==> src/fcq_defines.svh <==
// bit positions, field values and reset values for the frame control qualifier
`ifndef FCQ_DEFINES_SVH
`define FCQ_DEFINES_SVH
`define FCQ_W 24
`define FCQ_B_XCTX 23
`define FCQ_B_SCTX 22
`define FCQ_B_FSEQ 21
`define FCQ_B_LSEQ 20
`define FCQ_B_ENDS 19
`define FCQ_B_ENDC 18
`define FCQ_B_CHAIN 17
`define FCQ_B_INIT 16
`define FCQ_B_XREA 15
`define FCQ_B_XREB 14
`define FCQ_B_RETX 9
`define FCQ_B_B8 8
`define FCQ_B_CSC_HI 7
`define FCQ_B_CSC_LO 6
`define FCQ_B_ABT_HI 5
`define FCQ_B_ABT_LO 4
`define FCQ_B_RO 3
`define FCQ_B_FILL_HI 1
`define FCQ_B_FILL_LO 0
`define FCQ_ABT_CONT 2'h0
`define FCQ_ABT_ABORT 2'h1
`define FCQ_ABT_STOP 2'h2
`define FCQ_ABT_RETX 2'h3
`define FCQ_ZERO24 24'h000000
`endif

==> src/fcq_pkg.sv <==
// types for the frame control qualifier
package fcq_pkg;
  // frame kind: data frame or acknowledgement/busy/reject
  typedef enum logic [1:0] {
    FCQ_DATA = 2'h1,
    FCQ_LINK = 2'h2
  } fcq_kind_t;
  // action requested by the abort-condition field of an acknowledgement
  typedef enum logic [3:0] {
    FCQ_ACT_CONT = 4'h1,
    FCQ_ACT_ABORT = 4'h2,
    FCQ_ACT_STOP = 4'h4,
    FCQ_ACT_RETX = 4'h8
  } fcq_act_t;
  // reassignment tracker states
  typedef enum logic [1:0] {
    FCQ_XR_OPEN = 2'h1,
    FCQ_XR_DONE = 2'h2
  } fcq_xr_t;
endpackage

==> src/fcq_ack_build.sv <==
// acknowledgement control field builder
`timescale 1ns/1ns
`include "fcq_defines.svh"
module fcq_ack_build (
  input wire logic i_mclk,
  input wire logic i_rst,
  input wire logic i_go,
  input wire logic [23:0] i_data_ctl,
  input wire logic [23:0] i_ack_base,
  input wire logic [3:0] i_confirm,
  input wire logic [1:0] i_abort_cond,
  output logic [23:0] o_ack_ctl,
  output logic o_ack_vld
);
  logic [23:0] ack_ctl; // registered acknowledgement field
  logic ack_vld; // one-cycle valid
  logic [23:0] next_ack_ctl;
  logic next_ack_vld;
  logic [3:0] ech; // echoed bits 19..16 after confirm/deny

  // compose the answer from the data frame and the recipient's decisions
  always_comb begin
    next_ack_ctl = i_ack_base;
    next_ack_vld = i_go;
    // echo each indication anded with its confirm bit
    ech = i_data_ctl[`FCQ_B_ENDS:`FCQ_B_INIT] & i_confirm;
    // abort request on a last+initiative frame denies both
    if (i_abort_cond == `FCQ_ABT_ABORT && i_data_ctl[`FCQ_B_ENDS] && i_data_ctl[`FCQ_B_INIT]) begin
      ech[3] = 1'b0;
      ech[0] = 1'b0;
    end
    next_ack_ctl[`FCQ_B_ENDS:`FCQ_B_INIT] = ech;
    // context bits inverted from the data frame
    next_ack_ctl[`FCQ_B_XCTX] = ~i_data_ctl[`FCQ_B_XCTX];
    next_ack_ctl[`FCQ_B_SCTX] = ~i_data_ctl[`FCQ_B_SCTX];
    next_ack_ctl[`FCQ_B_ABT_HI:`FCQ_B_ABT_LO] = i_abort_cond;
    if (!i_go) begin
      next_ack_ctl = ack_ctl;
    end
  end

  // register the answer
  always_ff @(posedge i_mclk) begin
    if (i_rst) begin
      ack_ctl <= `FCQ_ZERO24;
      ack_vld <= 1'b0;
    end else begin
      ack_ctl <= next_ack_ctl;
      ack_vld <= next_ack_vld;
    end
  end

  assign o_ack_ctl = ack_ctl;
  assign o_ack_vld = ack_vld;

  ack_ctx_inv_a: assert property (@(posedge i_mclk) disable iff (i_rst)
    i_go |=> o_ack_ctl[23:22] == ~$past(i_data_ctl[23:22]))
    else $error("context bits not inverted");
  ack_abort_deny_a: assert property (@(posedge i_mclk) disable iff (i_rst)
    (i_go && i_abort_cond == 2'h1 && i_data_ctl[19] && i_data_ctl[16]) |=> (!o_ack_ctl[19] && !o_ack_ctl[16]))
    else $error("abort did not deny end and initiative");
  ack_echo_a: assert property (@(posedge i_mclk) disable iff (i_rst)
    (i_go && i_abort_cond != 2'h1) |=> o_ack_ctl[19:16] == $past(i_data_ctl[19:16] & i_confirm))
    else $error("echo bits wrong");
endmodule

==> src/fcq_qualifier.sv <==
// frame control field qualifier: valid mask per received frame, and ack builder
`timescale 1ns/1ns
`include "fcq_defines.svh"
module fcq_qualifier (
  input wire logic i_mclk,
  input wire logic i_rst,
  input wire logic i_frame_vld, // one-cycle strobe of a received frame
  input wire logic i_frame_is_link, // 1: ack/busy/reject, 0: data
  input wire logic i_first, // frame is first of sequence
  input wire logic i_last, // frame is last of sequence
  input wire logic i_connect_req, // frame is a connect-request
  input wire logic [23:0] i_frame_control_field,
  input wire logic i_xid_reassign_en, // login-negotiated reassignment
  input wire logic i_seq_start, // new sequence begins, rearms trackers
  input wire logic i_ack_rcvd, // an ack for our sequence arrived
  input wire logic i_recip_xid_seen, // recipient id seen in a data frame
  input wire logic i_ack_go, // build one acknowledgement
  input wire logic [23:0] i_ack_data_ctl, // field of the frame answered
  input wire logic [23:0] i_ack_base, // other fields of the answer
  input wire logic [3:0] i_ack_confirm, // confirm 19..16
  input wire logic [1:0] i_ack_abort_cond,
  output logic o_mask_vld,
  output logic [23:0] o_valid_mask,
  output logic [23:0] o_qual_field, // field anded with mask
  output logic [3:0] o_ack_action, // decoded abort field of an ack
  output logic [23:0] o_ack_ctl,
  output logic o_ack_vld
);
  fcq_pkg::fcq_xr_t data_xr; // data reassign tracker
  fcq_pkg::fcq_xr_t ack_xr; // ack reassign tracker
  fcq_pkg::fcq_xr_t next_data_xr;
  fcq_pkg::fcq_xr_t next_ack_xr;
  logic mask_vld;
  logic [23:0] valid_mask;
  logic [23:0] qual_field;
  logic [3:0] ack_action;
  logic next_mask_vld;
  logic [23:0] next_valid_mask;
  logic [23:0] next_qual_field;
  logic [3:0] next_ack_action;

  // decode an ack abort field to an action
  function automatic logic [3:0] abt_decode(input logic [1:0] f);
    case (f)
      `FCQ_ABT_CONT: abt_decode = fcq_pkg::FCQ_ACT_CONT;
      `FCQ_ABT_ABORT: abt_decode = fcq_pkg::FCQ_ACT_ABORT;
      `FCQ_ABT_STOP: abt_decode = fcq_pkg::FCQ_ACT_STOP;
      default: abt_decode = fcq_pkg::FCQ_ACT_RETX;
    endcase
  endfunction

  // reassignment trackers: rearmed on sequence start, closed by events
  always_comb begin
    next_data_xr = data_xr;
    next_ack_xr = ack_xr;
    case (data_xr)
      fcq_pkg::FCQ_XR_OPEN: begin
        if (i_ack_rcvd) begin
          next_data_xr = fcq_pkg::FCQ_XR_DONE;
        end
      end
      fcq_pkg::FCQ_XR_DONE: begin
        next_data_xr = fcq_pkg::FCQ_XR_DONE;
      end
      default: begin
        next_data_xr = fcq_pkg::FCQ_XR_OPEN;
      end
    endcase
    case (ack_xr)
      fcq_pkg::FCQ_XR_OPEN: begin
        if (i_recip_xid_seen) begin
          next_ack_xr = fcq_pkg::FCQ_XR_DONE;
        end
      end
      fcq_pkg::FCQ_XR_DONE: begin
        next_ack_xr = fcq_pkg::FCQ_XR_DONE;
      end
      default: begin
        next_ack_xr = fcq_pkg::FCQ_XR_OPEN;
      end
    endcase
    if (i_seq_start) begin
      next_data_xr = fcq_pkg::FCQ_XR_OPEN;
      next_ack_xr = fcq_pkg::FCQ_XR_OPEN;
    end
  end

  // valid mask computation
  always_comb begin
    logic [23:0] m;
    logic [23:0] f;
    logic first_q;
    logic last_q;
    logic xr_open;
    xr_open = 1'b0;
    m = `FCQ_ZERO24;
    f = i_frame_control_field;
    // a connect-request may carry first and last settings together
    first_q = i_first | i_connect_req;
    last_q = i_last | i_connect_req;
    if (!i_frame_is_link) begin
      // data frame
      m[`FCQ_B_XCTX] = 1'b1;
      m[`FCQ_B_SCTX] = 1'b1;
      m[`FCQ_B_FSEQ] = 1'b1;
      m[`FCQ_B_RETX] = 1'b1;
      m[`FCQ_B_RO] = 1'b1;
      m[`FCQ_B_FILL_HI] = 1'b1;
      m[`FCQ_B_FILL_LO] = 1'b1;
      m[`FCQ_B_B8] = first_q | last_q;
      m[`FCQ_B_ENDS] = last_q;
      m[`FCQ_B_INIT] = last_q;
      m[`FCQ_B_LSEQ] = last_q & f[`FCQ_B_ENDS];
      // bit 18 ignored unless 19 set
      m[`FCQ_B_ENDC] = last_q & f[`FCQ_B_ENDS];
      m[`FCQ_B_CSC_HI] = last_q & f[`FCQ_B_ENDS];
      m[`FCQ_B_CSC_LO] = last_q & f[`FCQ_B_ENDS];
      // chained only when 19=1, 18=0, 16=1 on last
      m[`FCQ_B_CHAIN] = last_q & f[`FCQ_B_ENDS] & ~f[`FCQ_B_ENDC] & f[`FCQ_B_INIT];
      // abort policy only on first data frame
      m[`FCQ_B_ABT_HI] = first_q;
      m[`FCQ_B_ABT_LO] = first_q;
      xr_open = (data_xr == fcq_pkg::FCQ_XR_OPEN);
      m[`FCQ_B_XREB] = last_q & f[`FCQ_B_ENDS];
    end else begin
      // acknowledgement, busy or reject
      m[`FCQ_B_XCTX] = 1'b1;
      m[`FCQ_B_SCTX] = 1'b1;
      m[`FCQ_B_FSEQ] = 1'b1;
      m[`FCQ_B_LSEQ] = 1'b1;
      m[`FCQ_B_ENDS] = 1'b1;
      m[`FCQ_B_ENDC] = f[`FCQ_B_ENDS];
      m[`FCQ_B_CHAIN] = 1'b1;
      m[`FCQ_B_INIT] = 1'b1;
      m[`FCQ_B_RETX] = 1'b1;
      m[`FCQ_B_B8] = 1'b1;
      m[`FCQ_B_CSC_HI] = last_q & f[`FCQ_B_ENDS];
      m[`FCQ_B_CSC_LO] = last_q & f[`FCQ_B_ENDS];
      // abort field on every ack
      m[`FCQ_B_ABT_HI] = 1'b1;
      m[`FCQ_B_ABT_LO] = 1'b1;
      xr_open = (ack_xr == fcq_pkg::FCQ_XR_OPEN);
      m[`FCQ_B_XREB] = last_q & f[`FCQ_B_ENDS];
    end
    m[`FCQ_B_XREA] = xr_open;
    // reassignment bits dead without login support
    if (!i_xid_reassign_en) begin
      m[`FCQ_B_XREA] = 1'b0;
      m[`FCQ_B_XREB] = 1'b0;
    end
    next_mask_vld = i_frame_vld;
    next_valid_mask = i_frame_vld ? m : valid_mask;
    next_qual_field = i_frame_vld ? (f & m) : qual_field;
    next_ack_action = ack_action;
    if (i_frame_vld && i_frame_is_link) begin
      next_ack_action = abt_decode(f[`FCQ_B_ABT_HI:`FCQ_B_ABT_LO]);
    end
  end

  // register trackers and outputs
  always_ff @(posedge i_mclk) begin
    if (i_rst) begin
      data_xr <= fcq_pkg::FCQ_XR_OPEN;
      ack_xr <= fcq_pkg::FCQ_XR_OPEN;
      mask_vld <= 1'b0;
      valid_mask <= `FCQ_ZERO24;
      qual_field <= `FCQ_ZERO24;
      ack_action <= 4'h0;
    end else begin
      data_xr <= next_data_xr;
      ack_xr <= next_ack_xr;
      mask_vld <= next_mask_vld;
      valid_mask <= next_valid_mask;
      qual_field <= next_qual_field;
      ack_action <= next_ack_action;
    end
  end

  assign o_mask_vld = mask_vld;
  assign o_valid_mask = valid_mask;
  assign o_qual_field = qual_field;
  assign o_ack_action = ack_action;

  // acknowledgement builder, registered inside
  fcq_ack_build u_ack (
    .i_mclk(i_mclk),
    .i_rst(i_rst),
    .i_go(i_ack_go),
    .i_data_ctl(i_ack_data_ctl),
    .i_ack_base(i_ack_base),
    .i_confirm(i_ack_confirm),
    .i_abort_cond(i_ack_abort_cond),
    .o_ack_ctl(o_ack_ctl),
    .o_ack_vld(o_ack_vld)
  );

  no_xr_login_a: assert property (@(posedge i_mclk) disable iff (i_rst)
    (i_frame_vld && !i_xid_reassign_en) |=> o_valid_mask[15:14] == 2'h0)
    else $error("reassign bits valid without login support");
  endc_cond_a: assert property (@(posedge i_mclk) disable iff (i_rst)
    (i_frame_vld && !i_frame_control_field[19]) |=> !o_valid_mask[18])
    else $error("bit 18 valid without bit 19");
  ends_last_a: assert property (@(posedge i_mclk) disable iff (i_rst)
    (i_frame_vld && !i_frame_is_link) |=> o_valid_mask[19] == $past(i_last | i_connect_req))
    else $error("data bit 19 mask wrong");
  chain_cond_a: assert property (@(posedge i_mclk) disable iff (i_rst)
    (i_frame_vld && !i_frame_is_link) |=> o_valid_mask[17] == $past((i_last | i_connect_req)
      & i_frame_control_field[19] & !i_frame_control_field[18] & i_frame_control_field[16]))
    else $error("chain bit mask wrong");
  data_xr_close_a: assert property (@(posedge i_mclk) disable iff (i_rst)
    (i_ack_rcvd && !i_seq_start) ##1 !i_seq_start ##1 (i_frame_vld && !i_frame_is_link && !i_seq_start)
      |=> !o_valid_mask[15])
    else $error("data reassign bit valid after ack");
  ack_xr_close_a: assert property (@(posedge i_mclk) disable iff (i_rst)
    (i_recip_xid_seen && !i_seq_start) ##1 !i_seq_start ##1 (i_frame_vld && i_frame_is_link && !i_seq_start)
      |=> !o_valid_mask[15])
    else $error("ack reassign bit valid after id seen");
  abt_first_a: assert property (@(posedge i_mclk) disable iff (i_rst)
    (i_frame_vld && !i_frame_is_link) |=> o_valid_mask[5:4] == {2{$past(i_first | i_connect_req)}})
    else $error("data abort mask wrong");
  abt_ack_a: assert property (@(posedge i_mclk) disable iff (i_rst)
    (i_frame_vld && i_frame_is_link) |=> (o_valid_mask[5:4] == 2'h3 && $onehot(o_ack_action)))
    else $error("ack abort field not evaluated");
  qual_and_a: assert property (@(posedge i_mclk) disable iff (i_rst)
    o_mask_vld |-> o_qual_field == ($past(i_frame_control_field) & o_valid_mask))
    else $error("qualified field has masked bits");
  cov_data_last_c: cover property (@(posedge i_mclk) i_frame_vld && !i_frame_is_link && i_last);
  cov_ack_abort_c: cover property (@(posedge i_mclk) i_frame_vld && i_frame_is_link
    && i_frame_control_field[5:4] == 2'h1);
  cov_ack_build_c: cover property (@(posedge i_mclk) i_ack_go && i_ack_abort_cond == 2'h1);
endmodule

==> config.mk <==
export PLATFORM = sky130hd
export DESIGN_NAME = fcq_qualifier
export DESIGN_NICKNAME = d
export VERILOG_FILES = /design/src/fcq_pkg.sv /design/src/fcq_ack_build.sv /design/src/fcq_qualifier.sv
export VERILOG_INCLUDE_DIRS = /design/src
export SDC_FILE = /design/constraint.sdc
export NUM_CORES = 1
export LEC_CHECK = 0
export BUFFER_PORTS_ARGS = -buffer_cell sky130_fd_sc_hd__buf_4
export CAP_MARGIN = 20
export CORE_MARGIN = 5
export CORE_UTILIZATION = 41
export CTS_CLUSTER_SIZE = 20
export DETAILED_ROUTE_END_ITERATION = 16
export GPL_TIMING_DRIVEN = 1
export MAX_ROUTING_LAYER = met4
export PLACE_DENSITY_LB_ADDON = 0.12
export SLEW_MARGIN = 30
export SYNTH_ARGS = -nofsm -noshare
export SYNTH_HDL_FRONTEND = slang
export SYNTH_SLANG_ARGS = --single-unit
==> constraint.sdc <==
create_clock -name i_mclk -period 1.74 [get_ports i_mclk]
set_clock_uncertainty 0.2 [all_clocks]
set_input_delay 0.348 -clock i_mclk [delete_from_list [all_inputs] [get_ports i_mclk]]
set_output_delay 0.348 -clock i_mclk [all_outputs]
set_load 0.02 [all_outputs]
# Word level (Yosys, flattened, before mapping)
# Index checks and enable logic that the tools add are counted.
[word_totals] reg_bits=77 latch_bits=0 mem_bits_rw=0 romBits=0 output_inout_bits=78 wordCells=46 n_memories=0
[op_classes] add_sub_neg=0 mul=0 n_div=0 n_lt_le_gt_ge=0 eq_ne=9 shift=0 n_mux=13 bitwise=11 reduce_logical=5
[op_table] cell="$and 24x24->24" n=1
[op_table] cell="$pmux 4 s3" n=1
[op_table] cell="$mux 5" n=2
[op_table] cell="$eq 2x1->1 const B" n=4
[op_table] cell="$mux 2" n=4
[op_table] cell="$pmux 2 s2" n=2
[op_table] cell="$eq 2x2->1 const B" n=3
[op_table] cell="$and 4x4->4" n=1
[op_table] cell="$mux 1" n=4
[op_table] cell="$ne 2x2->1 const B" n=2
[op_table] cell="$and 1x1->1" n=3
[op_table] cell="$logic_and 1x1->1" n=3
[op_table] cell="$not 1->1" n=3
[op_table] cell="$or 1x1->1" n=3
[op_table] cell="$logic_not 2->1" n=1
[op_table] cell="$reduce_or 2->1" n=1

# Longest topological paths before layout
[logic_depth] ltp_word=6 depth_mapped=5

# Cells and area by module
# A second synthesis with hierarchy kept.
[unflattened] cells_unflattened=260 hier_area_um2=2572.5
[by_module_without_submodules] mod="fcq_qualifier" instances=1 cells_each=173 area_each_um2=1594.0 seq_area_each_um2=780.7
[by_module_without_submodules] mod="fcq_ack_build" instances=1 cells_each=87 area_each_um2=978.4 seq_area_each_um2=500.5

# Least setup slack after synthesis
# No wires, ideal clock.
[synth_timing] kind="flip-flop to flip-flop" from="register ack_xr[1]" to="register qual_field[15], in the netlist o_qual_field[15]" t_arrival_ns=1.089 t_required_ns=1.423 setup_slack_ns=0.334 stages_incl_launch_ff=6 period_less_slack_ns=1.406 cell_sequence="dfxtp_1 > inv_1 > ha_1 > mux2_2 > and3_1 > a22o_1"
[synth_between] elab_chain_len=4
[synth_lines] item="start: declaration" line="fcq_qualifier.sv:30" source="fcq_pkg::fcq_xr_t ack_xr;"
[synth_lines] item="start signal: assignment" line="fcq_qualifier.sv:164" source="ack_xr <= fcq_pkg::FCQ_XR_OPEN;"
[synth_lines] item="start signal: assignment" line="fcq_qualifier.sv:171" source="ack_xr <= next_ack_xr;"
[synth_lines] item="$eq 2x1->1" line="fcq_qualifier.sv:142" source="xr_open = (ack_xr == fcq_pkg::FCQ_XR_OPEN);"
[synth_lines] item="$mux 1" line="fcq_qualifier.sv:101" source="if (!i_frame_is_link) begin"
[synth_lines] item="$mux 2" line="fcq_qualifier.sv:147" source="if (!i_xid_reassign_en) begin"
[synth_lines] item="$and 24x24->24" line="fcq_qualifier.sv:153" source="next_qual_field = i_frame_vld ? (f & m) : qual_field;"
[synth_lines] item="end signal: assignment" line="fcq_qualifier.sv:167" source="qual_field <= `FCQ_ZERO24;"
[synth_lines] item="end signal: assignment" line="fcq_qualifier.sv:174" source="qual_field <= next_qual_field;"
[synth_lines] item="end: declaration" line="fcq_qualifier.sv:35" source="logic [23:0] qual_field;"
# No other way between the ends.
# A chain may end at the register's enable or synchronous reset.

# Final worst setup path
[layout_timing] from="register data_xr[1]" to="register qual_field[15], in the netlist o_qual_field[15]"
[layout_between] elab_chain_len=4
[layout_lines] item="start: declaration" line="fcq_qualifier.sv:29" source="fcq_pkg::fcq_xr_t data_xr;"
[layout_lines] item="start signal: assignment" line="fcq_qualifier.sv:163" source="data_xr <= fcq_pkg::FCQ_XR_OPEN;"
[layout_lines] item="start signal: assignment" line="fcq_qualifier.sv:170" source="data_xr <= next_data_xr;"
[layout_lines] item="$eq 2x1->1" line="fcq_qualifier.sv:123" source="xr_open = (data_xr == fcq_pkg::FCQ_XR_OPEN);"
[layout_lines] item="$mux 1" line="fcq_qualifier.sv:101"
[layout_lines] item="$mux 2" line="fcq_qualifier.sv:147"
[layout_lines] item="$and 24x24->24" line="fcq_qualifier.sv:153"
# No other way between the ends.

==> results_dict.tcl <==
set metrics [dict create \
    critPathKind "reg2reg" \
    grt_max_degree 27 \
    antenna_cells 0 \
    dr.pass1.iters 4 \
    insertion_delay_ns 0.33 \
    drv_cap 0 \
    grt_antenna_before_repair 0 \
    end_kind "register" \
    post_cts_buffers 0 \
    finalHoldViolCount 0 \
    synthFlopType "dfxtp_1" \
    syn_inst 262 \
    overflow 0 \
    rsz0062_at_grt "false" \
    min_period_over_period_pct 84.9 \
    via_per_inst 4.67 \
    cts_buffers 9 \
    layout.cells.non_filler 462 \
    grt_pass1_vias 2063 \
    max_freq_mhz 677 \
    outcome "finished, final reports clean" \
    initial_utilization_pct 42.3 \
    yosysTopAreaCell "dfxtp_1" \
    final_nets 475 \
    min_period_ns 1.48 \
    yosysUniqueCellTypes 41 \
    drive_above_1_share_pct 39.3 \
    place_inst 445 \
    max_stage_delay_ns 0.34 \
    port_buffers 126 \
    multi_input_area_um2 1050 \
    die-area_um2 7820 \
    ys_async_sr_fraction_pct 0 \
    cts_resized 0 \
    drtIter0Drc 22 \
    drtAntennaViolNets 0 \
    htreeDepth 3 \
    netlist.area_leader.share_pct 50.8 \
    hpwlAfterDp_mm 4.83 \
    rows 28 \
    cts.path.max_buffers 2 \
    setup_tns_ns 0 \
    hp-class "in2reg" \
    cts.clk_slew.worst_paths_ns 0.07 \
    power.density_nw_per_um2 937 \
    ctsHoldBuffers 2 \
    setup_viol 0 \
    die-height_um 88.4 \
    synth.top_cells.by_area "dfxtp_1 (51%), mux2i_1 (9.9%), nor2_1 (6.4%)" \
    num_vias 2159 \
    cp_top_family "flip-flops" \
    worstPathArrival_ns 1.50 \
    crit_fanout 2 \
    critPathLaunchType "register" \
    fillers 578 \
    finalWeightedCongestion 0.776 \
    synth_area_um2 2520 \
    synthTopCellsByCount "dfxtp_1 (64), nor2_1 (43), mux2i_1 (25), buf_4 (21), a21oi_1 (20)" \
    synth.most_common_cell "dfxtp_1" \
    syn_to_final_growth_pct 44.1 \
    synth_edf_count 0 \
    ys_ff_latch 64 \
    ios 168 \
    totalWireLength_mm 6.24 \
    wl_per_cell_um 13.5 \
    postSynthAreaPerCell_um2 9.62 \
    cp_slowest_cell "dfxtp_1" \
    grt_use_total_pct 16.2 \
    root_buffer "clkbuf_8" \
    p_total_uw 3400 \
    critPathBufInv 1 \
    grt_pass1_wl_mm 9.35 \
    yosysSeqAreaShare_pct 50.8 \
    chipWidth_um 88.4 \
    slew_viol_final 0 \
    vdd_ir_drop_max_mv 0.565 \
    path_cells "inv_1, ha_1, mux2_2, and3_1, a22o_1" \
    regArea_um2 1280 \
    route.detailed.drc 0 \
    leakagePower_uw 0.00176 \
    utilization_pct 61.0 \
    core_area_um2 5960 \
    cp.required_ns 1.76 \
    yosysWarningCount 0 \
    cts_tree "done" \
    clkSinkCount 64 \
]
## placed cells by master (no fill, tap or decap), types with 5 or more instances in the layout
cell type  count
buf_4        131
nand3_1        6
conb_1        10
a21oi_1       20
nor2_1        43
nand2b_1      15
nand2_1        5
dfxtp_1       64
clkbuf_8      10
mux2i_1       25
nor2b_1        9
## metal layers
metal	vias to the layer above	global-route usage [%]	routed length, um	part of all wire (%)
li1	1091	-	-	-
met1	980	17.7	2560	41
met2	78	25.9	2990	48
met3	10	5.96	572	9.2
met4	0	7.97	112	1.8
met5	-	-	0	0
## final cells by class
| type | instances | share of cell area [%] |
|---|---|---|
| flip-flops and latches | 64 | 35.3 |
| multi-input cells | 171 | 29.0 |
| inverters | 4 | 0.413 |
| clock inverters | 4 | 1.24 |
| well taps | 75 | 2.58 |
| repair buffers | 133 | 27.6 |
| clock buffers | 11 | 3.89 |
## report_power, final
group / internal (uW) / switching, uW
sequential: 1550 / 44.2
clock: 686 / 537
combinational: 284 / 306
## logic make-up (layout without fill, tap and decap cells)
kind of cell,after synthesis,in the layout,synth area share [%]
AND/OR/NAND/NOR,93,93,18.5
flip-flops,64,64,50.8
AO/OA/AOI/OAI,40,40,10.5
buffers and inverters,36,152,8.73
multiplexers,26,26,10.4
adder cells (fa/ha/maj),2,2,0.992
other,1,10,0.149
## stage by stage
stage	hold WS, ns	setup slack [ns]	instance area, um2
detailed placement	0.248	0.178	3430
global route	0.00820	0.197	3630
floorplan	0.227	0.334	2550
global placement	0.240	0.187	3430
CTS	0.0104	0.246	3630
finish	0.0285	0.262	3630
## path summary, 6_finish.rpt
kind	to	slack (ns)	depth (start not counted)	startpoint
worst max register to register	o_qual_field[15]$_SDFFE_PP0P_	0.26	5	data_xr[1]$_SDFFE_PP0P_
worst min register to register	o_ack_action[0]$_SDFFE_PP0P_	0.25	2	o_ack_action[0]$_SDFFE_PP0P_
worst max-delay path	o_qual_field[15]$_SDFFE_PP0P_	0.26	5	data_xr[1]$_SDFFE_PP0P_
worst min-delay path	o_qual_field[15]$_SDFFE_PP0P_	0.03	2	i_frame_control_field[15]
## state kept, by name, summed over array words and instances (netlist names)
signal           count
data_xr              2
u_ack.o_ack_vld      1
o_mask_vld           1
u_ack.o_ack_ctl     24
o_valid_mask        11
ack_xr               2
o_ack_action         4
o_qual_field        19
## worst register-to-register path, cell delays in order, from the launching register on
cell and delay [ns]:
dfxtp_1 0.34, inv_1 0.04, ha_1 0.19, mux2_2 0.26, and3_1 0.17, a22o_1 0.17
No activity file was read; power rests on OpenSTA's default activity.
